File: src/alarm_pkg.sv
/*
 * alarm_pkg: register offsets, field positions and reset values for the
 * alarm, interrupt and automatic switch shutdown block.
 * Assumes an 8-bit register port driven by the serial interface decoder.
 */
package alarm_pkg;

    // register port geometry
    localparam int unsigned ADDR_W   = 8;
    localparam int unsigned DATA_W   = 8;

    // register offsets
    localparam logic [7:0] ADDR_ALARM_LINK = 8'h07;
    localparam logic [7:0] ADDR_SHUTDOWN   = 8'h08;

    // alarm_and_link_switch_ctrl field positions
    localparam int unsigned UV_FLAG_BIT   = 7;
    localparam int unsigned OT_FLAG_BIT   = 6;
    localparam int unsigned UV_MASK_BIT   = 5;
    localparam int unsigned OT_MASK_BIT   = 4;
    localparam int unsigned UV_LIVE_BIT   = 3;
    localparam int unsigned OT_LIVE_BIT   = 2;
    localparam int unsigned RAIL_SW_BIT   = 1;
    localparam int unsigned LINK_SW_BIT   = 0;

    // fault_switch_shutdown_ctrl field positions
    localparam int unsigned INPUT_OFF_BIT = 7;
    localparam int unsigned CONV2_OFF_BIT = 6;
    localparam int unsigned REG2_OFF_BIT  = 5;
    localparam int unsigned REG1_OFF_BIT  = 4;
    localparam int unsigned AUX_OFF_BIT   = 3;
    localparam int unsigned CONV1_OFF_BIT = 2;
    localparam int unsigned LINK_OFF_BIT  = 1;
    localparam int unsigned COMP_DIS_BIT  = 0;

    // number of external switches that only receive an off pulse
    localparam int unsigned EXT_SW_N      = 6;

    // values after reset
    localparam logic       UV_MASK_RST    = 1'b0;
    localparam logic       OT_MASK_RST    = 1'b1;
    localparam logic       RAIL_SW_RST    = 1'b0;
    localparam logic       LINK_SW_RST    = 1'b0;
    localparam logic [7:0] SHUTDOWN_RST   = 8'hBB;
    localparam logic [7:0] RDATA_RST      = 8'h00;
    localparam logic [7:0] UNMAPPED_VAL   = 8'h00;

    // synchroniser depth for pin-level fault inputs
    localparam int unsigned SYNC_STAGES   = 2;

endpackage

File: src/alarm_shutdown_ctrl.sv
/*
 * alarm_shutdown_ctrl: alarm flags, masks, live status, interrupt pin,
 * link switch controls and automatic switch shutdown on interrupt.
 * Assumes a serial interface decoder in the same clock domain that issues
 * one-cycle read and write strobes with an 8-bit address, and analog fault
 * detectors whose levels arrive asynchronously.
 * Assumes the six switches whose enables live elsewhere clear on a one-cycle
 * off pulse from here, and that the host releases the interrupt by reading
 * the alarm register.
 */
`timescale 1ns/1ps

module alarm_shutdown_ctrl
    import alarm_pkg::*;
(
    // clock and reset
    input  wire logic              clk,
    input  wire logic              arst_n,
    // register port from the serial interface decoder
    input  wire logic [ADDR_W-1:0] reg_addr,
    input  wire logic              reg_wr_en,
    input  wire logic [DATA_W-1:0] reg_wdata,
    input  wire logic              reg_rd_en,
    output logic      [DATA_W-1:0] reg_rdata,
    output logic                   reg_rd_valid,
    // analog fault detectors
    input  wire logic              recovery_comparator,
    input  wire logic              overtemp_detector,
    output logic                   recovery_comparator_enable,
    // interrupt pin, active low
    output logic                   int_pin_n,
    // switches owned here
    output logic                   chosen_rail_from_converter_switch_on,
    output logic                   regulator_converter_link_switch_on,
    // off pulses to switches whose enables live elsewhere
    output logic [EXT_SW_N-1:0]    ext_switch_auto_off_pulse
);

    // register fields
    logic              undervoltage_event_mask_r;
    logic              overtemp_event_mask_r;
    logic              chosen_rail_sw_r;
    logic              link_sw_r;
    logic [DATA_W-1:0] shutdown_r;
    logic [DATA_W-1:0] rdata_r;
    logic              rd_valid_r;
    logic              int_active_r;
    logic [EXT_SW_N-1:0] ext_off_r;

    // next values
    logic              undervoltage_event_mask_nxt;
    logic              overtemp_event_mask_nxt;
    logic              chosen_rail_sw_nxt;
    logic              link_sw_nxt;
    logic [DATA_W-1:0] shutdown_nxt;
    logic [DATA_W-1:0] rdata_nxt;
    logic [EXT_SW_N-1:0] ext_off_nxt;

    // decoded strobes
    logic sel_alarm;
    logic sel_shutdown;
    logic wr_alarm;
    logic wr_shutdown;
    logic rd_alarm;

    // fault path
    logic undervoltage_live_state;
    logic overtemp_live_state;
    logic undervoltage_event_flag;
    logic overtemp_event_flag;
    logic comp_gate;

    // interrupt path
    logic int_req;
    logic int_rise;
    logic link_force_off;

    // read view of the alarm register; the shutdown register reads as stored
    logic [DATA_W-1:0] alarm_view;

    // named shutdown fields
    logic link_switch_auto_off;
    logic recovery_comparator_disable;
    logic input_switch_auto_off;
    logic converter_switch2_auto_off;
    logic regulator_switch2_auto_off;
    logic regulator_switch1_auto_off;
    logic auxiliary_switch_auto_off;
    logic converter_switch1_auto_off;
    logic [EXT_SW_N-1:0] ext_auto_off;

    // address decode; only the two register offsets answer, all others read zero
    assign sel_alarm    = (reg_addr == ADDR_ALARM_LINK);
    assign sel_shutdown = (reg_addr == ADDR_SHUTDOWN);
    assign wr_alarm     = reg_wr_en & sel_alarm;
    assign wr_shutdown  = reg_wr_en & sel_shutdown;
    assign rd_alarm     = reg_rd_en & sel_alarm;

    // shutdown register fields
    assign link_switch_auto_off        = shutdown_r[LINK_OFF_BIT];
    assign recovery_comparator_disable = shutdown_r[COMP_DIS_BIT];
    assign input_switch_auto_off       = shutdown_r[INPUT_OFF_BIT];
    assign converter_switch2_auto_off  = shutdown_r[CONV2_OFF_BIT];
    assign regulator_switch2_auto_off  = shutdown_r[REG2_OFF_BIT];
    assign regulator_switch1_auto_off  = shutdown_r[REG1_OFF_BIT];
    assign auxiliary_switch_auto_off   = shutdown_r[AUX_OFF_BIT];
    assign converter_switch1_auto_off  = shutdown_r[CONV1_OFF_BIT];
    // pulse order, high to low: input, conv2, reg2, reg1, aux, conv1
    assign ext_auto_off = {input_switch_auto_off,
                           converter_switch2_auto_off,
                           regulator_switch2_auto_off,
                           regulator_switch1_auto_off,
                           auxiliary_switch_auto_off,
                           converter_switch1_auto_off};

    // the comparator is powered down and its output ignored while disabled
    // re-enabling it while the input is low shows up as a fresh event
    assign comp_gate                  = ~recovery_comparator_disable;
    assign recovery_comparator_enable = comp_gate;

    // undervoltage event: comparator asserts on falling input
    // the gate also clears the live bit, so a disabled comparator reads quiet
    fault_event_latch u_uv_latch (
        .clk         (clk),
        .arst_n      (arst_n),
        .fault_async (recovery_comparator),
        .fault_gate  (comp_gate),
        .flag_clear  (rd_alarm),
        .live_state  (undervoltage_live_state),
        .event_pulse (),  // the sticky flag and the live state are all this block uses
        .event_flag  (undervoltage_event_flag)
    );

    // over-temperature event; the detector cannot be disabled here
    fault_event_latch u_ot_latch (
        .clk         (clk),
        .arst_n      (arst_n),
        .fault_async (overtemp_detector),
        .fault_gate  (1'b1),
        .flag_clear  (rd_alarm),
        .live_state  (overtemp_live_state),
        .event_pulse (),  // the sticky flag and the live state are all this block uses
        .event_flag  (overtemp_event_flag)
    );

    // interrupt request: any latched flag that is not masked
    // the pin follows the flags, so it releases once the host reads them
    assign int_req = (undervoltage_event_flag & ~undervoltage_event_mask_r)
                   | (overtemp_event_flag & ~overtemp_event_mask_r);
    // shutdown acts on the assertion edge only, so a later rewrite sticks;
    // a level-based force would hold the switches off while the flag stands
    assign int_rise = int_req & ~int_active_r;
    assign link_force_off = int_rise & link_switch_auto_off;

    // mask writes; a mask gates the pin and the auto shutdown, the flags still latch and read
    assign undervoltage_event_mask_nxt = wr_alarm ? reg_wdata[UV_MASK_BIT]
                                                  : undervoltage_event_mask_r;
    assign overtemp_event_mask_nxt     = wr_alarm ? reg_wdata[OT_MASK_BIT]
                                                  : overtemp_event_mask_r;

    // rail switch write; no interrupt control reaches this switch
    assign chosen_rail_sw_nxt          = wr_alarm ? reg_wdata[RAIL_SW_BIT]
                                                  : chosen_rail_sw_r;

    // link switch: forced off at interrupt; shutdown wins over a same-cycle write
    // so a host write racing the alarm cannot leave the link closed
    assign link_sw_nxt = link_force_off ? 1'b0
                       : wr_alarm       ? reg_wdata[LINK_SW_BIT]
                       : link_sw_r;

    // shutdown register is fully writable
    assign shutdown_nxt = wr_shutdown ? reg_wdata : shutdown_r;

    // external switches get one off pulse; their own enables hold them off
    // a pulse, not a level, so the host may reclose them while the flag stands
    assign ext_off_nxt = int_rise ? ext_auto_off : '0;

    // read view of the alarm register
    // live bits trail the pin level by the synchroniser and the live flop
    assign alarm_view = {undervoltage_event_flag,
                         overtemp_event_flag,
                         undervoltage_event_mask_r,
                         overtemp_event_mask_r,
                         undervoltage_live_state,
                         overtemp_live_state,
                         chosen_rail_sw_r,
                         link_sw_r};

    // read mux; unmapped addresses answer zero
    // read data holds between reads so a slow host may sample it late
    assign rdata_nxt = !reg_rd_en   ? rdata_r
                     : sel_alarm    ? alarm_view
                     : sel_shutdown ? shutdown_r
                     : UNMAPPED_VAL;

    // undervoltage mask
    always_ff @(posedge clk or negedge arst_n) begin
        if (!arst_n) begin
            undervoltage_event_mask_r <= UV_MASK_RST;
        end else begin
            undervoltage_event_mask_r <= undervoltage_event_mask_nxt;
        end
    end

    // over-temperature mask
    always_ff @(posedge clk or negedge arst_n) begin
        if (!arst_n) begin
            overtemp_event_mask_r <= OT_MASK_RST;
        end else begin
            overtemp_event_mask_r <= overtemp_event_mask_nxt;
        end
    end

    // chosen-rail switch enable
    always_ff @(posedge clk or negedge arst_n) begin
        if (!arst_n) begin
            chosen_rail_sw_r <= RAIL_SW_RST;
        end else begin
            chosen_rail_sw_r <= chosen_rail_sw_nxt;
        end
    end

    // link switch enable
    always_ff @(posedge clk or negedge arst_n) begin
        if (!arst_n) begin
            link_sw_r <= LINK_SW_RST;
        end else begin
            link_sw_r <= link_sw_nxt;
        end
    end

    // shutdown register
    always_ff @(posedge clk or negedge arst_n) begin
        if (!arst_n) begin
            shutdown_r <= SHUTDOWN_RST;
        end else begin
            shutdown_r <= shutdown_nxt;
        end
    end

    // interrupt state
    always_ff @(posedge clk or negedge arst_n) begin
        if (!arst_n) begin
            int_active_r <= 1'b0;
        end else begin
            int_active_r <= int_req;
        end
    end

    // off pulses, one cycle long
    always_ff @(posedge clk or negedge arst_n) begin
        if (!arst_n) begin
            ext_off_r <= '0;
        end else begin
            ext_off_r <= ext_off_nxt;
        end
    end

    // read data, one cycle after the strobe
    always_ff @(posedge clk or negedge arst_n) begin
        if (!arst_n) begin
            rdata_r <= RDATA_RST;
        end else begin
            rdata_r <= rdata_nxt;
        end
    end

    // read answer strobe, one cycle long
    always_ff @(posedge clk or negedge arst_n) begin
        if (!arst_n) begin
            rd_valid_r <= 1'b0;
        end else begin
            rd_valid_r <= reg_rd_en;
        end
    end

    // outputs
    assign reg_rdata                            = rdata_r;
    assign reg_rd_valid                         = rd_valid_r;
    assign int_pin_n                            = ~int_active_r;
    assign chosen_rail_from_converter_switch_on = chosen_rail_sw_r;
    assign regulator_converter_link_switch_on   = link_sw_r;
    assign ext_switch_auto_off_pulse            = ext_off_r;

endmodule // alarm_shutdown_ctrl

File: src/fault_event_latch.sv
/*
 * fault_event_latch: brings one asynchronous fault level into the clock
 * domain, reports its live state and latches its rising edge into a sticky
 * flag that a clear strobe empties.
 * Assumes the fault level comes from an analog detector outside this clock.
 */
`timescale 1ns/1ps
module fault_event_latch
    import alarm_pkg::*;
(
    // clock and reset
    input  wire logic clk,
    input  wire logic arst_n,
    // fault source
    input  wire logic fault_async,
    input  wire logic fault_gate,
    // flag control
    input  wire logic flag_clear,
    // results
    output logic      live_state,
    output logic      event_pulse,
    output logic      event_flag
);

    logic meta_r;
    logic sync_r;
    logic live_r;
    logic flag_r;

    logic live_nxt;
    logic rise;
    logic flag_nxt;

    // the gate drops the level while the detector is disabled
    assign live_nxt = sync_r & fault_gate;
    assign rise     = live_nxt & ~live_r;
    // set beats clear so an event in the read cycle survives
    assign flag_nxt = rise | (flag_r & ~flag_clear);

    // two-stage synchroniser; meta_r is read only by sync_r
    always_ff @(posedge clk or negedge arst_n) begin
        if (!arst_n) begin
            meta_r <= 1'b0;
            sync_r <= 1'b0;
        end else begin
            meta_r <= fault_async;
            sync_r <= meta_r;
        end
    end

    // live state and sticky flag
    always_ff @(posedge clk or negedge arst_n) begin
        if (!arst_n) begin
            live_r <= 1'b0;
            flag_r <= 1'b0;
        end else begin
            live_r <= live_nxt;
            flag_r <= flag_nxt;
        end
    end

    assign live_state  = live_r;
    assign event_pulse = rise;
    assign event_flag  = flag_r;

endmodule // fault_event_latch

File: config.mk
export PLATFORM = sky130hd
export DESIGN_NAME = alarm_shutdown_ctrl
export DESIGN_NICKNAME = d
export VERILOG_FILES = /design/src/alarm_pkg.sv /design/src/alarm_shutdown_ctrl.sv /design/src/fault_event_latch.sv
export SDC_FILE = /design/constraint.sdc
export NUM_CORES = 1
export LEC_CHECK = 0
export BUFFER_PORTS_ARGS = -buffer_cell sky130_fd_sc_hd__buf_2
export CORE_UTILIZATION = 33
export DETAILED_ROUTE_END_ITERATION = 16
export MAX_ROUTING_LAYER = met4
export PLACE_DENSITY = 0.67
export SLEW_MARGIN = 20
export SYNTH_ARGS = -nofsm -noshare
export SYNTH_HDL_FRONTEND = slang
export SYNTH_SLANG_ARGS = --single-unit
File: constraint.sdc
create_clock -name clk -period 1.04 [get_ports clk]
set_input_delay 0.104 -clock clk [delete_from_list [all_inputs] [get_ports clk]]
set_output_delay 0.104 -clock clk [all_outputs]
set_load 0.05 [all_outputs]
## Word-level counts from Yosys, hierarchy flattened

Cells that the tools add are included.

| storage, ports and cells | value |
|---|---|
| register bits after elaboration | 36 |
| bits of input ports | 22 |
| output and inout port bits | 19 |
| word-level logic and storage cells | 47 |

| cells by class | value |
|---|---|
| eq/ne operators | 2 |
| mux-type cells | 5 |
| bitwise logic cells | 22 |
| reduce and logical (&&, ||, !) cells | 1 |

Operators by type and width:

| kind | count |
|---|---|
| $mux W8 | 2 |
| $and A1 B1 Y1 | 12 |
| $eq A8 B3 Y1 const B | 1 |
| $eq A8 B4 Y1 const B | 1 |
| $not A1 Y1 | 7 |
| $mux W6 | 1 |
| $or A1 B1 Y1 | 3 |
| $mux W1 | 2 |
| $reduce_bool A2 Y1 | 1 |

## Logic depth before layout (Yosys ltp)

| depth | value |
|---|---|
| word-level depth | 6 |
| gate-level depth with buffers | 4 |
| mapped depth without buffers | 3 |

## Cells and area by module

From an unflattened synthesis, not the netlist that was laid out.

| second synthesis, totals | value |
|---|---|
| cell total of the unflattened synthesis | 107 |
| area total of the unflattened synthesis | 1425.1 um2 |

By module, submodules not included:

| module | instances | cells each | area each (um2) | sequential area each (um2) |
|---|---|---|---|---|
| alarm_shutdown_ctrl | 1 | 89 | 1164.9 | 709.4 |
| fault_event_latch | 2 | 9 | 130.1 | 100.1 |

## Least setup slack after synthesis

Ideal clock, no wire load.

| timing | value |
|---|---|
| path type | in2reg |
| from | in reg_addr[1] |
| to | reg shutdown_r[2] |
| library setup time | 125 ps |
| arrival | 1036 ps |
| data required time | 915 ps |
| slack | -121 ps |
| stages | 3 |
| path buffers | 0 |
| cells stage by stage | nor4b_4 nand3_4 mux2_2 |

| between the ends | value |
|---|---|
| longest elaborated chain between the ends | 2 |

Ends and longest elaborated chain:

| what | RTL line | source |
|---|---|---|
| start: declaration | alarm_shutdown_ctrl.sv:20 | `input wire logic [ADDR_W-1:0] reg_addr,` |
| $eq A8 B4 Y1 | alarm_shutdown_ctrl.sv:94 | `assign sel_shutdown = (reg_addr == ADDR_SHUTDOWN);` |
| $and A1 B1 Y1 | alarm_shutdown_ctrl.sv:96 | `assign wr_shutdown = reg_wr_en & sel_shutdown;` |
| end signal: assignment | alarm_shutdown_ctrl.sv:237 | `shutdown_r <= shutdown_nxt;` |
| end: declaration | alarm_shutdown_ctrl.sv:44 | `logic [DATA_W-1:0] shutdown_r;` |

No other way between the ends.
A chain may end at the register's enable or synchronous reset.

==> impl_metrics.yaml <==
run_status:
  status: "finished, violations left"
  violations: "negative setup slack"
worst_hold_path:
  hold_path_depth: 1
  holdCritStartpoint: "reg_rd_en"
  min_path_type: "input port to flip-flop"
  min_to: "reg_rd_valid"
grt:
  grt_usage_pct: 14.3
  grt-ovfl-total: 0
  antenna_found_initial: 0
  grt_max_degree: 37
  grt_pass1_vias: 954
  grt_pass1_wl_um: 4470
worst_setup_path:
  critPathMaxFanout: 2
  cp-end-kind: "output port"
  r2r_cells: 3
  reg2reg_slack_ps: 20
  cp_top_family: "flip-flops"
  cp_num_buf_inv: 2
  reg2reg_to: "regulator_converter_link_switch_on"
  path_class: "flip-flop to output port"
  slowest_delay_ps: 540
  startpoint_type: "flip-flop"
  r2r-start: "undervoltage_event_mask_r"
  worstPathArrival_ps: 1010
  crit_slowest_cell: "dfstp_2"
  critical_path.cell_chain: "inv_2 -> buf_6"
  crit_required_ps: 940
synth:
  ys_seq_area_share_pct: 65.3
  yosysWarnings: 0
  synth_top_flop_cell: "dfrtp_1"
  synthCells: 101
  synth_top_cell_area_share_pct: 52.1
  ys_ff_latch: 36
  ys_top_cells_by_count: "29 x dfrtp_1, 13 x inv_1, 11 x mux2_2, 9 x a22oi_1, 8 x o22ai_1"
  syn_nets: 123
  syn_area_per_cell_um2: 13.8
  synth_area_leaders: "dfrtp_1 52%, dfstp_2 13%, mux2_2 8.9%, a22oi_1 4.9%, o22ai_1 3.6%"
  syn_area_mm2: 0.00139
  yosys.area.top_type: "dfrtp_1"
  synth_edf_count: 0
  yosysMostFrequentCell: "dfrtp_1"
  ys_types: 21
  synth-async-reset-ratio_pct: 100
placed_design:
  portBuffers: 40
  dp_slack_ps: -297
  hpwl_um: 2170
  place_congestion: 0.882
routing:
  drtAntennaViolNets: 0
  vias_per_cell: 4.72
  wl_per_cell_um: 13.9
  wirelength_um: 2960
  via_count: 1006
  drc: 0
  drtIter0Drc: 32
  firstDrtPassIters: 4
timing:
  fmax_mhz: 901
  worst_slew_pin_slew_ps: 300
  rsz0062_at_grt: "true"
  relSlewSlack_pct: 79.9
  final-hold-violation-count: 0
  skew_ps: 5.32
  maxSlewViolCount: 0
  setup_viol: 1
  min_period_ps: 1110
  fin_crit_sh_pct: 107
  fin_ws_ps: -69.6
floorplanning:
  die_w_um: 67.0
  die_area_mm2: 0.00448
  ioPinCount: 41
  rows: 23
  die_h_um: 67.0
  core_area_mm2: 0.00403
  start_util_pct: 34.6
clock_tree:
  root_buffer: "clkbuf_8"
  cts.sinks: 36
  cts_inserted_buffers: 5
  clockBufferDepth: 2
  htree_levels: 2
  clk_pin_slew_ps: 70
  clkLatencyLatePin_ps: 280
  cts_tree: "done"
power_and_ir_drop:
  peakVddDrop_mv: 0.685
  p_leak_nw: 0.934
  power_density_mw_per_mm2: 1400
  p_total_w: 0.00271
finish:
  nets: 184
  drive_gt1_share_pct: 54.6
  antenna_cells: 0
  area_growth_pct: 39.3
flow_run:
  drv_cap: 0
-- placed cells by master, fill, tap and decap left out --
cell	n
nor4_4	1
and4b_1	1
dfrtp_1	28
clkbuf_1	2
clkbuf_8	6
nand3_4	1
dfrtp_2	1
buf_6	2
buf_12	1
nor4b_4	1
mux2_2	11
a22oi_1	9
and2_4	2
nand3_1	1
nor2b_1	1
a21oi_4	1
a31o_2	1
buf_2	33
nand2_1	2
dlygate4sd3_1	3
nand2b_4	2
a22o_1	2
and2_1	4
buf_4	14
inv_2	1
o22ai_1	8
clkbuf_4	3
nand4_1	1
dfstp_2	7
inv_1	12
nand3_2	1
-- worst max-delay path by stage --
stage | endpoint | slack [ps] | cells past startpoint | from
CTS | recovery_comparator_enable | -60 | 2 | shutdown_r[0]
global route | recovery_comparator_enable | -100 | 2 | shutdown_r[0]
floorplan | shutdown_r[2] | -120 | 3 | reg_addr[1]
global placement | undervoltage_event_mask_r | -220 | 4 | reg_addr[6]
detailed placement | undervoltage_event_mask_r | -300 | 4 | reg_addr[6]
finish | recovery_comparator_enable | -70 | 2 | shutdown_r[0]
-- power breakdown --
group / switching [W] / internal, W
sequential: 0.0000246 / 0.00145
clock: 0.000446 / 0.000539
combinational: 0.000137 / 0.000111
total: 0.000608 / 0.00210
-- stage by stage --
| stage | hold slack [ps] | cells | area (µm²) | util (%) | TNS [ps] |
|---|---|---|---|---|---|
| floorplan | -192 | 101 | 1390 | - | -929 |
| global placement | 73.0 | 198 | 1730 | 42.9 | -4870 |
| detailed placement | 78.5 | 198 | 1730 | 42.9 | -6070 |
| CTS | 42.9 | 210 | 1890 | 47.0 | -63.3 |
| global route | 44.6 | 213 | 1940 | 48.1 | -159 |
| finish | 45.7 | 213 | 1940 | 48.1 | -69.6 |
-- kinds of logic after synthesis --
kind of cell           count (synthesis)  share of synthesized area (%)
buffers and inverters                 15                           4.13
muxes                                 11                           8.89
and+or+nand+nor                       18                           11.0
AOI/OAI and AO/OA                     21                           10.7
DFF                                   36                           65.3
-- final cells by class --
class / instances / area (µm²)
clock buffers: 8 / 90.1
fillers: 367 / 2090
inverters: 13 / 48.8
multi-input cells: 50 / 462
flip-flops and latches: 36 / 911
well taps: 50 / 62.6
repair buffers: 56 / 365
-- routing by layer --
metal  global-route usage (%)  share of wire (%)  up-vias
met5                        -                  0        -
li1                         -                  -      477
met3                     5.14                4.9        4
met2                     22.6                 53       32
met1                     16.7                 41      493
met4                     5.05               0.84        0
-- timing repair --
item,4_1_cts,5_1_grt
pin swaps,0,4
hold buffers,3,0
resized for setup,9,10
gates cloned,0,0
setup endpoints to repair,10,26
hold endpoints to repair,36,0
buffers inserted,1,3
(Power assumes the default switching activity.)
